$ cat config.mk
export PLATFORM = sky130hd
export DESIGN_NAME = wbt_ctrl
export DESIGN_NICKNAME = d
export VERILOG_FILES = /design/src/wbt_pkg.sv /design/src/wbt_ctrl.sv
export VERILOG_INCLUDE_DIRS = /design/src /design/src/src
export SDC_FILE = /design/constraint.sdc
export NUM_CORES = 1
export LEC_CHECK = 0
export ABC_AREA = 1
export BUFFER_PORTS_ARGS = -buffer_cell sky130_fd_sc_hd__buf_2
export CAP_MARGIN = 25
export CORE_ASPECT_RATIO = 1.2
export CORE_UTILIZATION = 25
export CTS_BUF_LIST = sky130_fd_sc_hd__clkbuf_16
export CTS_CLUSTER_DIAMETER = 40
export CTS_CLUSTER_SIZE = 24
export DETAILED_ROUTE_END_ITERATION = 12
export PLACE_DENSITY = 0.47
export SYNTH_ARGS = -nofsm -noshare
export SYNTH_HDL_FRONTEND = slang
export SYNTH_SLANG_ARGS = --single-unit
$ cat constraint.sdc
create_clock -name clk -period 3.3 [get_ports clk]
set_input_delay 0.33 -clock clk [delete_from_list [all_inputs] [get_ports clk]]
set_output_delay 0.33 -clock clk [all_outputs]
set_load 0.1 [all_outputs]
$ cat src/wbt_defs.svh
// Purpose: offsets, field positions, reset values and timing for the
//          wake bank select and cyclic timer control block
// Assumes: 200 MHz clock, word-wide register bus
// Notes:   timer counts are in 100 us ticks of the prescaler
//
// Overview of operation
// bank select picks wake module, codes 5-7 reserved
// pull field reserved while bank five selected
// sync filter only when input four is sync
// software keeps sync on-time at least 100 us
// restart clears bits 14,8,7,4 and bank
// pin two select reachable only in bank two
// sync function reachable only through bank four
// software assigns filter timer to a switch
// fail-safe entry forces enables to 01, exceptions
// fail-safe uses 16 us static filter
// second timer on-time eight-code decode
// second timer period decode 10 ms to 2 s
// first timer on-time same decode
// first timer period same decode
// cyclic wake source select decode
// timer register reserved bits read zero
// reset and restart clear timer register
// assigned timer starts on running on-time write
// restart switch clear also clears timer
// sensing and wake run together
// timing counted from prescaled oscillator ticks
`ifndef WBT_DEFS_SVH
`define WBT_DEFS_SVH

// register indices, byte address is four times the index
`define WBT_IDX_WAKE_CTRL    8'h05
`define WBT_IDX_TIMER_CTRL   8'h06
`define WBT_IDX_STATUS       8'h10

// reset values
`define WBT_WAKE_CTRL_RST    16'h0020
`define WBT_TIMER_CTRL_RST   16'h0000
`define WBT_WAKE_EN_RST      2'h1
`define WBT_WAKE_EN_FS       2'h1

// codes
`define WBT_BANK_LAST        3'h4
`define WBT_BANK_TWO         3'h1
`define WBT_BANK_FOUR        3'h3
`define WBT_BANK_FIVE        3'h4
`define WBT_EN_SYNC          2'h2
`define WBT_FILT_16US        3'h0
`define WBT_FILT_SYNC        3'h4
`define WBT_ON_STOP_HIGH     3'h6

// restart keeps all wake control bits outside this mask
`define WBT_WAKE_RESTART_CLR 16'h4197

// timing
`define WBT_CLK_PERIOD_NS    5
`define WBT_TICK_NS          100000
`define WBT_MIN_SYNC_ON_US   100

`endif

$ cat src/wbt_pkg.sv
// Purpose: types for the wake bank select and cyclic timer block
// Assumes: nothing beyond the defines header
// Notes:   struct layouts follow the register bit order
`default_nettype none

package wbt_pkg;

    // per-bank wake configuration, held once for each wake module
    typedef struct packed {
        logic [2:0] filter;
        logic [1:0] pull;
        logic [1:0] enable;
    } wbt_wake_cfg_t;

    // timer control register, msb first
    typedef struct packed {
        logic [2:0] on2;
        logic       res12;
        logic [2:0] per2;
        logic [1:0] cyc;
        logic [2:0] on1;
        logic       res3;
        logic [2:0] per1;
    } wbt_timer_reg_t;

    // captured bus address phase
    typedef struct packed {
        logic       valid;
        logic       write;
        logic [7:0] index;
    } wbt_bus_req_t;

endpackage

`default_nettype wire

$ cat src/wbt_ctrl.sv
// Purpose: wake bank select, wake control register and two cyclic timers
// Assumes: AHB-Lite single word transfers, one slave on the bus
// Notes:   restart and fail-safe events come from logic on this clock
`default_nettype none
`include "wbt_defs.svh"

module wbt_ctrl #(
    parameter int TICK_CYCLES = `WBT_TICK_NS / `WBT_CLK_PERIOD_NS
) (
    input  wire logic        clk,
    input  wire logic        rst_n,
    // ahb-lite slave
    input  wire logic        hsel,
    input  wire logic [31:0] haddr,
    input  wire logic [1:0]  htrans,
    input  wire logic        hwrite,
    input  wire logic [2:0]  hsize,
    input  wire logic [31:0] hwdata,
    input  wire logic        hready,
    output logic      [31:0] hrdata,
    output logic             hreadyout,
    output logic             hresp,
    // device events
    input  wire logic        restart,
    input  wire logic        fail_safe_entry,
    input  wire logic        fail_safe_mode,
    input  wire logic [1:0]  hs_timer_assign,
    // effective wake and timer outputs
    output logic      [14:0] wake_filter_eff,
    output logic      [9:0]  wake_pull_eff,
    output logic      [9:0]  wake_enable_eff,
    output logic             pin_two_wake,
    output logic             sync_input_active,
    output logic      [1:0]  timer_out,
    output logic      [1:0]  cyc_wake_evt
);

    // ********************************************************
    //  decode functions
    // ********************************************************

    // on-time in 100 us ticks; zero means not running
    function automatic logic [14:0] on_ticks(input logic [2:0] code);
        unique case (code)
            3'h1:    on_ticks = 15'h0001;
            3'h2:    on_ticks = 15'h0003;
            3'h3:    on_ticks = 15'h000A;
            3'h4:    on_ticks = 15'h0064;
            3'h5:    on_ticks = 15'h00C8;
            default: on_ticks = 15'h0000;
        endcase
    endfunction

    // period in 100 us ticks
    function automatic logic [14:0] per_ticks(input logic [2:0] code);
        unique case (code)
            3'h0: per_ticks = 15'h0064;
            3'h1: per_ticks = 15'h00C8;
            3'h2: per_ticks = 15'h01F4;
            3'h3: per_ticks = 15'h03E8;
            3'h4: per_ticks = 15'h07D0;
            3'h5: per_ticks = 15'h1388;
            3'h6: per_ticks = 15'h2710;
            3'h7: per_ticks = 15'h4E20;
        endcase
    endfunction

    // ********************************************************
    //  bus slave
    // ********************************************************

    wbt_pkg::wbt_bus_req_t req;
    logic                  rd_wait;
    wire                   take = hsel & htrans[1] & hready;
    wire                   wr_now = req.valid & req.write;
    wire                   wr_wake = wr_now &
                                     (req.index == `WBT_IDX_WAKE_CTRL);
    wire                   wr_timer = wr_now &
                                      (req.index == `WBT_IDX_TIMER_CTRL);

    // address phase capture; reads get one wait state so that a
    // write in the preceding data phase is already visible
    always_ff @(posedge clk) begin
        if (!rst_n) begin
            req       <= '0;
            rd_wait   <= 1'b0;
            hreadyout <= 1'b1;
            hresp     <= 1'b0;
        end else begin
            req.valid <= take;
            req.write <= hwrite;
            req.index <= haddr[9:2];
            rd_wait   <= take & ~hwrite;
            hreadyout <= ~(take & ~hwrite);
        end
    end

    // ********************************************************
    //  wake control storage
    // ********************************************************

    wbt_pkg::wbt_wake_cfg_t cfg [5];
    logic [2:0]             bank;
    logic                   pin_two;
    wire  [15:0]            wd = hwdata[15:0];
    wbt_pkg::wbt_wake_cfg_t cur;
    assign cur = cfg[bank];

    wire sync_on  = cfg[3].enable == `WBT_EN_SYNC;
    wire bank_ok  = wd[2:0] <= `WBT_BANK_LAST;
    wire filt_ok  = (wd[13:11] < `WBT_FILT_SYNC) |
                    ((wd[13:11] == `WBT_FILT_SYNC) & sync_on);
    wire pull_ok  = bank != `WBT_BANK_FIVE;
    wire pin2_ok  = bank == `WBT_BANK_TWO;

    // field writes address the bank selected before this write
    always_ff @(posedge clk) begin
        if (!rst_n) begin
            for (int b = 0; b < 5; b++) begin
                cfg[b] <= '{filter: 3'h0, pull: 2'h0,
                            enable: `WBT_WAKE_EN_RST};
            end
            bank    <= 3'h0;
            pin_two <= 1'b0;
        end else begin
            if (wr_wake) begin
                if (bank_ok)
                    bank <= wd[2:0];
                if (pin2_ok)
                    pin_two <= wd[15];
                if (filt_ok)
                    cfg[bank].filter <= wd[13:11];
                if (pull_ok)
                    cfg[bank].pull <= wd[10:9];
                cfg[bank].enable <= wd[6:5];
            end
            if (fail_safe_entry) begin
                for (int b = 0; b < 5; b++) begin
                    if (!(b == 1 && !pin_two) &&
                        !(b == 3 && sync_on))
                        cfg[b].enable <= `WBT_WAKE_EN_FS;
                end
            end
            if (restart)
                bank <= 3'h0;
        end
    end

    wire [15:0] wake_view = {pin_two & pin2_ok, 1'b0, cur.filter,
                             pull_ok ? cur.pull : 2'h0, 2'h0,
                             cur.enable, 2'h0, bank};

    // ********************************************************
    //  timer control register
    // ********************************************************

    wbt_pkg::wbt_timer_reg_t tmr;
    wbt_pkg::wbt_timer_reg_t tmr_wr;
    assign tmr_wr = wbt_pkg::wbt_timer_reg_t'(wd & 16'hEFF7);

    // restart wipes the register, which also covers the case where
    // a cyclic sensing switch is cleared during restart
    always_ff @(posedge clk) begin
        if (!rst_n)
            tmr <= wbt_pkg::wbt_timer_reg_t'(`WBT_TIMER_CTRL_RST);
        else if (restart)
            tmr <= wbt_pkg::wbt_timer_reg_t'(`WBT_TIMER_CTRL_RST);
        else if (wr_timer)
            tmr <= tmr_wr;
    end

    // ********************************************************
    //  prescaler
    // ********************************************************

    logic [15:0] pre_cnt;
    logic        tick;

    // one pulse per 100 us of oscillator time
    always_ff @(posedge clk) begin
        if (!rst_n) begin
            pre_cnt <= 16'h0000;
            tick    <= 1'b0;
        end else begin
            tick    <= pre_cnt == 16'(TICK_CYCLES - 1);
            pre_cnt <= (pre_cnt == 16'(TICK_CYCLES - 1)) ?
                       16'h0000 : pre_cnt + 16'h0001;
        end
    end

    // ********************************************************
    //  cyclic timers
    // ********************************************************

    wire [2:0] on_code [2];
    wire [2:0] per_code [2];
    assign on_code[0]  = tmr.on1;
    assign on_code[1]  = tmr.on2;
    assign per_code[0] = tmr.per1;
    assign per_code[1] = tmr.per2;

    logic [14:0] cnt [2];
    wire  [1:0]  wake_sel;
    wire  [1:0]  run;
    wire  [1:0]  restart_cnt;
    assign wake_sel = {tmr.cyc == 2'h2, tmr.cyc == 2'h1};

    for (genvar t = 0; t < 2; t++) begin : g_tmr
        wire [14:0] on_t  = on_ticks(on_code[t]);
        wire [14:0] per_t = per_ticks(per_code[t]);
        wire        wr_on = wr_timer &
                            (t == 0 ? tmr_wr.on1 != tmr.on1
                                    : tmr_wr.on2 != tmr.on2);
        // runs only once assigned to sensing or wake
        assign run[t] = (on_t != 15'h0000) &
                        (hs_timer_assign[t] | wake_sel[t]);
        assign restart_cnt[t] = wr_on | ~run[t];
        // >= so a shortened period restarts instead of wrapping
        wire        last  = cnt[t] >= per_t - 15'h0001;
        wire        on_end = tick & run[t] & (cnt[t] == on_t - 15'h0001);

        // phase counter restarts whenever a new on-time is written
        always_ff @(posedge clk) begin
            if (!rst_n)
                cnt[t] <= 15'h0000;
            else if (restart_cnt[t])
                cnt[t] <= 15'h0000;
            else if (tick)
                cnt[t] <= last ? 15'h0000 : cnt[t] + 15'h0001;
        end

        // output level and wake pulse; wake does not stop sensing
        always_ff @(posedge clk) begin
            if (!rst_n) begin
                timer_out[t]    <= 1'b0;
                cyc_wake_evt[t] <= 1'b0;
            end else begin
                if (on_code[t] >= `WBT_ON_STOP_HIGH)
                    timer_out[t] <= 1'b1;
                else
                    timer_out[t] <= run[t] & (cnt[t] < on_t);
                cyc_wake_evt[t] <= on_end & wake_sel[t];
            end
        end
    end

    // ********************************************************
    //  read data and effective outputs
    // ********************************************************

    wire [15:0] status_view = {10'h000, sync_on, pin_two,
                               run, timer_out};
    wire [15:0] rd_mux =
        (req.index == `WBT_IDX_WAKE_CTRL)  ? wake_view :
        (req.index == `WBT_IDX_TIMER_CTRL) ? 16'(tmr) :
        (req.index == `WBT_IDX_STATUS)     ? status_view : 16'h0000;

    // read data loaded in the wait cycle; unmapped reads give zero
    always_ff @(posedge clk) begin
        if (!rst_n)
            hrdata <= 32'h0000_0000;
        else if (rd_wait)
            hrdata <= {16'h0000, rd_mux};
    end

    // fail-safe forces static 16 us filtering on every input
    always_ff @(posedge clk) begin
        if (!rst_n) begin
            wake_filter_eff   <= '0;
            wake_pull_eff     <= '0;
            wake_enable_eff   <= '0;
            pin_two_wake      <= 1'b0;
            sync_input_active <= 1'b0;
        end else begin
            for (int b = 0; b < 5; b++) begin
                wake_filter_eff[3*b +: 3] <= fail_safe_mode ?
                    `WBT_FILT_16US : cfg[b].filter;
                wake_pull_eff[2*b +: 2]   <= cfg[b].pull;
                wake_enable_eff[2*b +: 2] <= cfg[b].enable;
            end
            pin_two_wake      <= pin_two;
            sync_input_active <= sync_on;
        end
    end
endmodule // wbt_ctrl

`default_nettype wire

======== After elaboration in Yosys (flattened, before gate mapping) ========
Memories as Yosys holds them, arrays and structs flattened. A register that Yosys moved wholly into a read port is not among the register bits.
Cells that the tools add are included.
W data, S select, Z words.
storage, ports and cells
  bits in registers ....................... 104
  RAM bits ................................ 65
  bits in read-only memories .............. 208
  input bits .............................. 79
  word-level logic and storage cells ...... 213
  memories ................................ 4
memory list
  memory            depth  bits a word  read ports  clocked after Yosys merged registers in  wr ports  RTL line         RTL
  (name not given)  8      13           1           1                                        0         wbt_ctrl.sv:56   unique case (code)
  (name not given)  8      13           1           1                                        0         wbt_ctrl.sv:56
  cfg               5      7            6           1                                        6         wbt_ctrl.sv:102  wbt_pkg::wbt_wake_cfg_t cfg [5];
  cnt               2      15           2           0                                        2         wbt_ctrl.sv:202  logic [14:0] cnt [2];
cells by class
  add/sub/neg operators ................... 7
  order comparisons ....................... 8
  equality and inequality tests ........... 29
  mux-type cells .......................... 63
  bitwise logic cells ..................... 71
  reductions and logical operators ........ 7
operators with widths
  kind                     number
  $mux W15                 6
  $pmux W8 S5              2
  $sub A15 B1 Y15 const B  4
  $mux W1                  38
  $and A1 B1 Y1            34
  $mux W16                 2
  $add A15 B1 Y15 const B  2
  $eq A15 B15 Y1           2
  $eq A3 B3 Y1 const B     10
  $ge A15 B15 Y1           2
  $lt A15 B15 Y1           2
  $reduce_bool A15 Y1      2
  $mux W3                  7
  $add A16 B1 Y16 const B  1
  $eq A16 B15 Y1 const B   1
  $eq A8 B3 Y1 const B     2
  $or A1 B1 Y1             16
  $not A1 Y1               15
  $mux W2                  7
  $eq A3 B2 Y1 const B     4
  $eq A3 B1 Y1 const B     3
  $eq A8 B5 Y1 const B     1
  $ge A3 B3 Y1 const B     2
  $mux W6                  1
  10 further kinds         19

======== Depth between registers and ports, before layout ========
Gate-level depths: netlist of run 1.
  depth after elaboration ................. 11
  mapped depth ............................ 18
  mapped depth without buffers ............ 17

======== Least setup slack after synthesis of run 1 ========
No wires, ideal clock.
  path type ............................... register -> register
  start point ............................. register g_tmr[0].per_t[2] (netlist name)
  end point ............................... memory cnt[0][5], data pin
  setup time .............................. 0.260 ns
  data arrival time ....................... 2.148 ns
  required time ........................... 3.040 ns
  path slack .............................. 0.892 ns
  stages on the path, launching flop included .. 15
  buffers on the path ..................... 1
  period minus slack after synthesis ...... 2.408 ns
  path through ............................ dfxtp_1 > inv_1 > ha_1 > nand3_1 > nor3_1 > xor2_1 > ha_1 > nand2_1 > nor2_1 > nand3_1 > a21oi_1 > nor2_1 > nand3_4 > buf_12 > nor2_4
RTL lines
  item       RTL line
  to (decl)  wbt_ctrl.sv:202

==> results of run 1 <==
cells by family after synthesis:
| logic type | Yosys count | synth area share [%] |
|---|---|---|
| AND/OR/NAND/NOR | 646 | 25.54 |
| buffers and inverters | 257 | 9.350 |
| flip-flops | 217 | 45.60 |
| AO/OA/AOI/OAI | 172 | 8.484 |
| XOR/XNOR | 59 | 4.527 |
| adder cells (fa/ha/maj) | 59 | 6.467 |
| other | 1 | 0.03285 |
repair_timing:
item / in CTS / in global routing
hold endpoints to repair: 16 / 0
gates resized for setup: 0 / 0
hold buffers: 11 / 0
critical path, stage by stage, from the launching register on:
cell and delay, ns:
dfxtp_1 0.32, inv_1 0.06, ha_1 0.19, nand3_1 0.13, nor3_1 0.41, xor2_1 0.14
ha_1 0.32, nand2_1 0.07, nor2_1 0.14, nand3_1 0.11, a21oi_1 0.14, nor2_1 0.08
nand3_4 0.32, nor2_1 0.07
worst max path at each step:
stage / end / start / slack, ns / depth (start not counted)
after floorplan: cnt[0][5] / g_tmr[0].per_t[2] / 0.89 / 14
after global placement: cnt[0][0] / g_tmr[0].per_t[4] / 0.51 / 17
after detailed placement: cnt[0][14] / g_tmr[0].per_t[2] / 0.53 / 13
after CTS: cnt[0][2] / g_tmr[0].per_t[4] / 0.51 / 17
after global routing: cyc_wake_evt[1] / on_code[1] / 0.18 / 16
final: cnt[0][2] / g_tmr[0].per_t[2] / 0.54 / 13
area by class of cell:
class / count / area (um2) / area share [%]
clock buffers: 36 / 900.9 / 6.472
repair buffers: 113 / 648.1 / 4.656
inverters: 213 / 800.8 / 5.753
flip-flops and latches: 217 / 5205 / 37.39
clock inverters: 30 / 390.4 / 2.804
well taps: 609 / 762.0 / 5.474
multi-input cells: 955 / 5210 / 37.43
diodes: 1 / 2.502 / 0.01798
layer usage:
metal / global-route usage, % / part of all wire (%) / up-vias
li1: - / - / 4791
met1: 15.38 / 43 / 4320
met2: 24.06 / 49 / 185
met3: 2.345 / 4.3 / 70
met4: 6.108 / 3.7 / 2
met5: 0 / 0.026 / -
through the flow:
step           setup WS [ns]  hold slack (ns)  total power [W]  cells  area (um2)
6_report              0.5435          0.03617         0.007202   2174       13920
5_1_grt               0.1847          0.02354         0.007427   2174       13920
4_1_cts               0.5110         0.006154         0.007308   2173       13920
3_5_place_dp          0.5257           0.4401         0.003271   2096       12520
3_3_place_gp          0.5100           0.4302         0.003269   2096       12520
2_1_floorplan         0.8919           0.4176         0.003196   1429       11480
power groups by stage:
stage                     logic, W  clock network (W)  registers, W
after CTS                 0.000390            0.00408       0.00284
final                     0.000387            0.00398       0.00284
after global placement    0.000379                  0       0.00289
after detailed placement  0.000379                  0       0.00289
after floorplan           0.000186                  0       0.00301
after global routing      0.000409            0.00418       0.00284
registers in the layout, indices dropped and copies added, names as in the netlist, 2 cells and up, named ones only:
| signal | cells |
|---|---|
| cnt | 30 |
| wake_enable_eff | 10 |
| tmr | 2 |
| wake_pull_eff | 10 |
| pre_cnt | 16 |
| per_code | 6 |
| cfg | 56 |
| bank | 3 |
| hrdata | 16 |
| req | 10 |
| timer_out | 2 |
| wake_filter_eff | 15 |
| on_code | 6 |
| g_tmr.per_t | 24 |
| cyc_wake_evt | 2 |
synthesized netlist by cell type (2+ instances only):
cell type	number	area share, %
a211oi_1	2	0.13
a21oi_1	67	2.9
a22oi_1	2	0.13
a31oi_1	8	0.44
buf_2	5	0.22
buf_4	17	1.1
buf_6	2	0.20
clkbuf_1	19	0.62
dfxtp_1	131	23
edfxtp_1	86	23
ha_1	59	6.5
inv_1	199	6.5
inv_2	13	0.43
nand2_1	260	8.5
nand2_2	11	0.60
nand3_1	72	3.2
nand3_4	2	0.31
nand3b_1	2	0.13
nand4_1	22	1.2
nand4_2	2	0.22
nor2_1	207	6.8
nor2_2	5	0.27
nor2_4	17	1.7
nor3_1	25	1.1
nor3_2	3	0.26
nor4_1	8	0.44
o211ai_1	13	0.85
o21a_1	2	0.13
o21ai_0	65	2.8
o221ai_1	2	0.15
o31ai_1	5	0.33
or2_2	7	0.38
xnor2_1	22	1.7
xor2_1	37	2.8
==> results_dict.tcl, run 1 <==
set metrics [dict create \
    most-common-layout-cells "nand2_1, nor2_1, inv_1" \
    power_frac_seq_pct 39.4 \
    synth_edf_count 86 \
    place_congestion 0.8360 \
    drt_first_pass_iters 5 \
    p_int_w 0.005407 \
    switchingPower_w 0.001796 \
    drtIter0Drc 367 \
    finalHoldViolations 0 \
    numCtsBuffers 36 \
    io_buffers 91 \
    hold_depth 1 \
    combPwrFrac_pct 5.4 \
    fin_crit_sh_pct 83.53 \
    rr_endpoint "cnt[0][2]" \
    start_util_pct 25.37 \
    critPathKind "flip-flop to flip-flop" \
    finClkSkew_ns 0.04211 \
    layout_commonest_cell "nand2_1" \
    cts_tree "yes" \
    grt_pass1_vias 9338 \
    clkPwrFrac_pct 55.3 \
    run_status "finished, final reports clean" \
    wl_per_cell_um 14.30 \
    ys.flop_type "dfxtp_1" \
    switching_share_pct 24.93 \
    fmax_ghz 0.3628 \
    syn_inst 1411 \
    vias 9368 \
    synth_warnings 0 \
    cts-root-buf "clkbuf_16" \
    fill_cells 4802 \
    critPathMaxFanout 15 \
    fin_util_pct 30.94 \
    rows 85 \
    hold_end "cfg[7][3]" \
    min_from "hwdata[10]" \
    overflow 0 \
    powerDensity_nw_per_um2 517.4 \
    syn_avg_cell_area_um2 8.090 \
    hpwl_um 23820 \
    period_minus_slack_ns 2.757 \
    ios 154 \
    synth.ff_latch_count 217 \
    final-setup-viol-count 0 \
    r2r_start "g_tmr[0].per_t[2]" \
    areaGrowthSynthToFinish_pct 21.94 \
    worstRegToRegCells 13 \
    h-tree-depth 2 \
    synth_seq_area_share_pct 45.60 \
    postSynth.asyncResetShare_pct 0 \
    arrival_ns 3.03 \
    viasPerCell 4.309 \
    tightest_slew_ns 0.9087 \
    tns_ns 0 \
    grtUsageTotal_pct 13.42 \
    grt_pass1_wl_um 48850 \
    syn_area_um2 11410 \
    drv_cap 0 \
    ir_drop_v 0.0002698 \
    rsz0062_at_grt "no" \
    cp.required_ns 3.57 \
    hold_class "primary input to flip-flop" \
    drtAntennaViolNets 0 \
    clkSinkCount 217 \
    start_kind "flip-flop" \
    postCtsSetupBuffers 0 \
    grt_max_degree 34 \
    wl_um 31100 \
    p_leak_nw 6.052 \
    yosys.cell_types.count 46 \
    relSlewSlack_pct 39.35 \
    die_w_um 197.1 \
    route.detailed.drc 0 \
    ff2ff_setup_slack_ns 0.54 \
    nNetsFinal 1674 \
    core-area_um2 44990 \
    die_h_um 236.1 \
    clock_latency_ns 0.55 \
    cts_max_path_buffers 3 \
    die_area_um2 46520 \
    drive_gt1_share_pct 14.58 \
    antenna_found_initial 2 \
    cp-end-kind "flip-flop" \
    slew_violations 0 \
    cts.clk_slew.worst_paths_ns 0.06 \
]
Note: power is estimated with default switching activity, not from simulation.
==> inputs of run 2 (changes only) <==
--- a/config.mk
+++ b/config.mk
@@ -15,7 +15,7 @@
 export CTS_CLUSTER_DIAMETER = 40
 export CTS_CLUSTER_SIZE = 24
 export DETAILED_ROUTE_END_ITERATION = 12
-export PLACE_DENSITY = 0.47
+export PLACE_DENSITY = 0.49
 export SYNTH_ARGS = -nofsm -noshare
 export SYNTH_HDL_FRONTEND = slang
 export SYNTH_SLANG_ARGS = --single-unit
==> constraint.sdc (replaced) <==
create_clock -name clk -period 2.3 [get_ports clk]
set_input_delay 0.23 -clock clk [delete_from_list [all_inputs] [get_ports clk]]
set_output_delay 0.23 -clock clk [all_outputs]
set_load 0.1 [all_outputs]
==> results_dict.tcl, run 2 (synthesized netlist as in run 1, its figures left out) <==
set metrics [dict create \
    run_status "finished, violations left" \
    violations "negative setup slack" \
    slowest_delay_ns 0.31 \
    clkPwrFrac_pct 51.9 \
    p_leak_nw 6.541 \
    switchingPower_w 0.002559 \
    crit_family "simple AND/OR/NAND/NOR gates" \
    ff2ff_setup_slack_ns -0.17 \
    start_util_pct 25.37 \
    arrival_ns 2.79 \
    wl_um 32640 \
    nNetsFinal 1776 \
    clock_latency_ns 0.59 \
    overflow 0 \
    grt_max_degree 38 \
    cp_num_buf_inv 5 \
    fin_crit_sh_pct 107.4 \
    finalHoldViolations 0 \
    drt_first_pass_iters 4 \
    viasPerCell 4.325 \
    cts.clk_slew.worst_paths_ns 0.07 \
    powerDensity_nw_per_um2 640.2 \
    hold_class "primary input to flip-flop" \
    ir_drop_v 0.0005472 \
    antenna_found_initial 1 \
    largest_register_ffs 56 \
    place_congestion 0.8817 \
    ios 154 \
    period_minus_slack_ns 2.471 \
    cp.required_ns 2.62 \
    cts-root-buf "clkbuf_16" \
    drtIter0Drc 387 \
    rr_endpoint "cnt[0][5]" \
    place_area_um2 13230 \
    crit_end "cnt[0][5]" \
    power_frac_seq_pct 42.1 \
    route.detailed.drc 0 \
    cts_max_path_buffers 3 \
    worstRegToRegCells 17 \
    cp-end-kind "flip-flop" \
    fin_ws_ns -0.1712 \
    vias 9826 \
    critPathKind "flip-flop to flip-flop" \
    final-setup-viol-count 23 \
    fmax_ghz 0.4047 \
    finClkSkew_ns 0.02629 \
    numCtsBuffers 31 \
    drive_gt1_share_pct 24.65 \
    die_h_um 236.1 \
    start_kind "flip-flop" \
    die_w_um 197.1 \
    hpwl_um 25070 \
    cts_tree "yes" \
    largest_register "cfg" \
    grt_pass1_wl_um 51910 \
    rsz0062_at_grt "yes" \
    tightest_slew_ns 0.5716 \
    grtUsageTotal_pct 14.12 \
    io_buffers 91 \
    fill_cells 4747 \
    switching_share_pct 26.55 \
    seqCellArea_um2 5220 \
    crit_chain "nor2_1 -> inv_1 -> nor2_2 -> inv_2 -> nor2_4 -> nand3_4 -> xnor2_2 -> inv_1 -> ha_1 -> inv_2 -> nor3_2 -> nand3_1 -> a21oi_2 -> nor2_2 -> nand3_4 -> buf_12 -> nor2_4" \
    r2r_start "g_tmr[0].per_t[4]" \
    multi_input_area_um2 5658 \
    rows 85 \
    fin_area_um2 15050 \
    combPwrFrac_pct 6.0 \
    critPathMaxFanout 8 \
    drv_cap 0 \
    antennaDiodeCount 0 \
    layout_commonest_cell "nand2_1" \
    min_from "hwdata[0]" \
    relSlewSlack_pct 61.80 \
    crit_cells 17 \
    clkSinkCount 217 \
    cp-startpoint "g_tmr[0].per_t[4]" \
    p_int_w 0.007080 \
    dp_slack_ns -0.1563 \
    areaGrowthSynthToFinish_pct 31.89 \
    h-tree-depth 1 \
    drtAntennaViolNets 0 \
    core-area_um2 44990 \
    wl_per_cell_um 14.37 \
    crit_path_top_delay_cell "dfxtp_2" \
    grt_pass1_vias 9864 \
    die_area_um2 46520 \
    slew_violations 0 \
    most-common-layout-cells "nand2_1, inv_1, nor2_1" \
]
[run 2: changes by cell type in the layout (fill, tap and decap cells not counted), sizes merged]
cell	before	now
buf	102	196
dlygate4sd3	11	23
clkbuf	36	31
bufinv	6	3
clkinv	11	14
clkinvlp	4	1
diode	1	0
nand4	25	26
[run 2: worst reg2reg max path, stage by stage (launching register included)]
cell	delay [ns]
dfxtp_2	0.31
nor2_1	0.09
inv_1	0.05
nor2_2	0.13
inv_2	0.06
nor2_4	0.13
nand3_4	0.10
xnor2_2	0.17
inv_1	0.06
ha_1	0.28
inv_2	0.04
nor3_2	0.14
nand3_1	0.13
a21oi_2	0.16
nor2_2	0.06
nand3_4	0.10
buf_12	0.16
nor2_4	0.04
[run 2: per-layer routing]
metal	routed length, um	track usage (%)	vias to the layer above
li1	-	-	5002
met1	13510	16.25	4579
met2	16890	26.20	173
met3	1291	2.145	70
met4	932	4.816	2
met5	13	0	-
[run 2: stage by stage]
step	cells	setup TNS, ns	total power, W	utilization, %	hold WS (ns)
final	2272	-2.852	0.009638	33.46	0.02581
after global routing	2272	-7.413	0.009982	33.46	0.06487
after CTS	2270	-1.469	0.009765	32.95	0.0002304
after detailed placement	2183	-3.427	0.004697	29.42	0.4219
after global placement	2183	-2.556	0.004694	29.42	0.4137
after floorplan	1429	0	0.004585	-	0.3276
[run 2: area by class of cell]
type / count / share of cell area [%]
timing repair buffer: 219 / 9.957
inverter: 213 / 5.319
clock buffer: 31 / 5.153
tap: 609 / 5.062
multi-input combinational: 956 / 37.58
clock inverter: 27 / 2.252
sequential: 217 / 34.67
[run 2: repair_timing]
action / CTS / global route
setup endpoints to repair: 31 / 34
pin swaps: 29 / 44
hold endpoints to repair: 39 / 0
hold buffers: 23 / 0
buffers inserted: 5 / 2
resized for setup: 51 / 56
gates cloned: 1 / 0
[run 2: worst min path at each step]
stage,to,slack [ns],cells past startpoint
finish,flip-flop,0.03,3
global route,bank[1],0.06,3
CTS,flip-flop,0.0002,3
detailed placement,req[4],0.42,3
global placement,req[3],0.41,3
floorplan,req[0],0.33,2
[run 2: power groups by stage]
stage                     registers (W)  clock network, W  logic [W]
after floorplan                 0.00432                 0   0.000267
after global placement          0.00415                 0   0.000548
after detailed placement        0.00415                 0   0.000550
after CTS                       0.00406           0.00512   0.000583
after global routing            0.00407           0.00530   0.000613
final                           0.00406           0.00500   0.000578
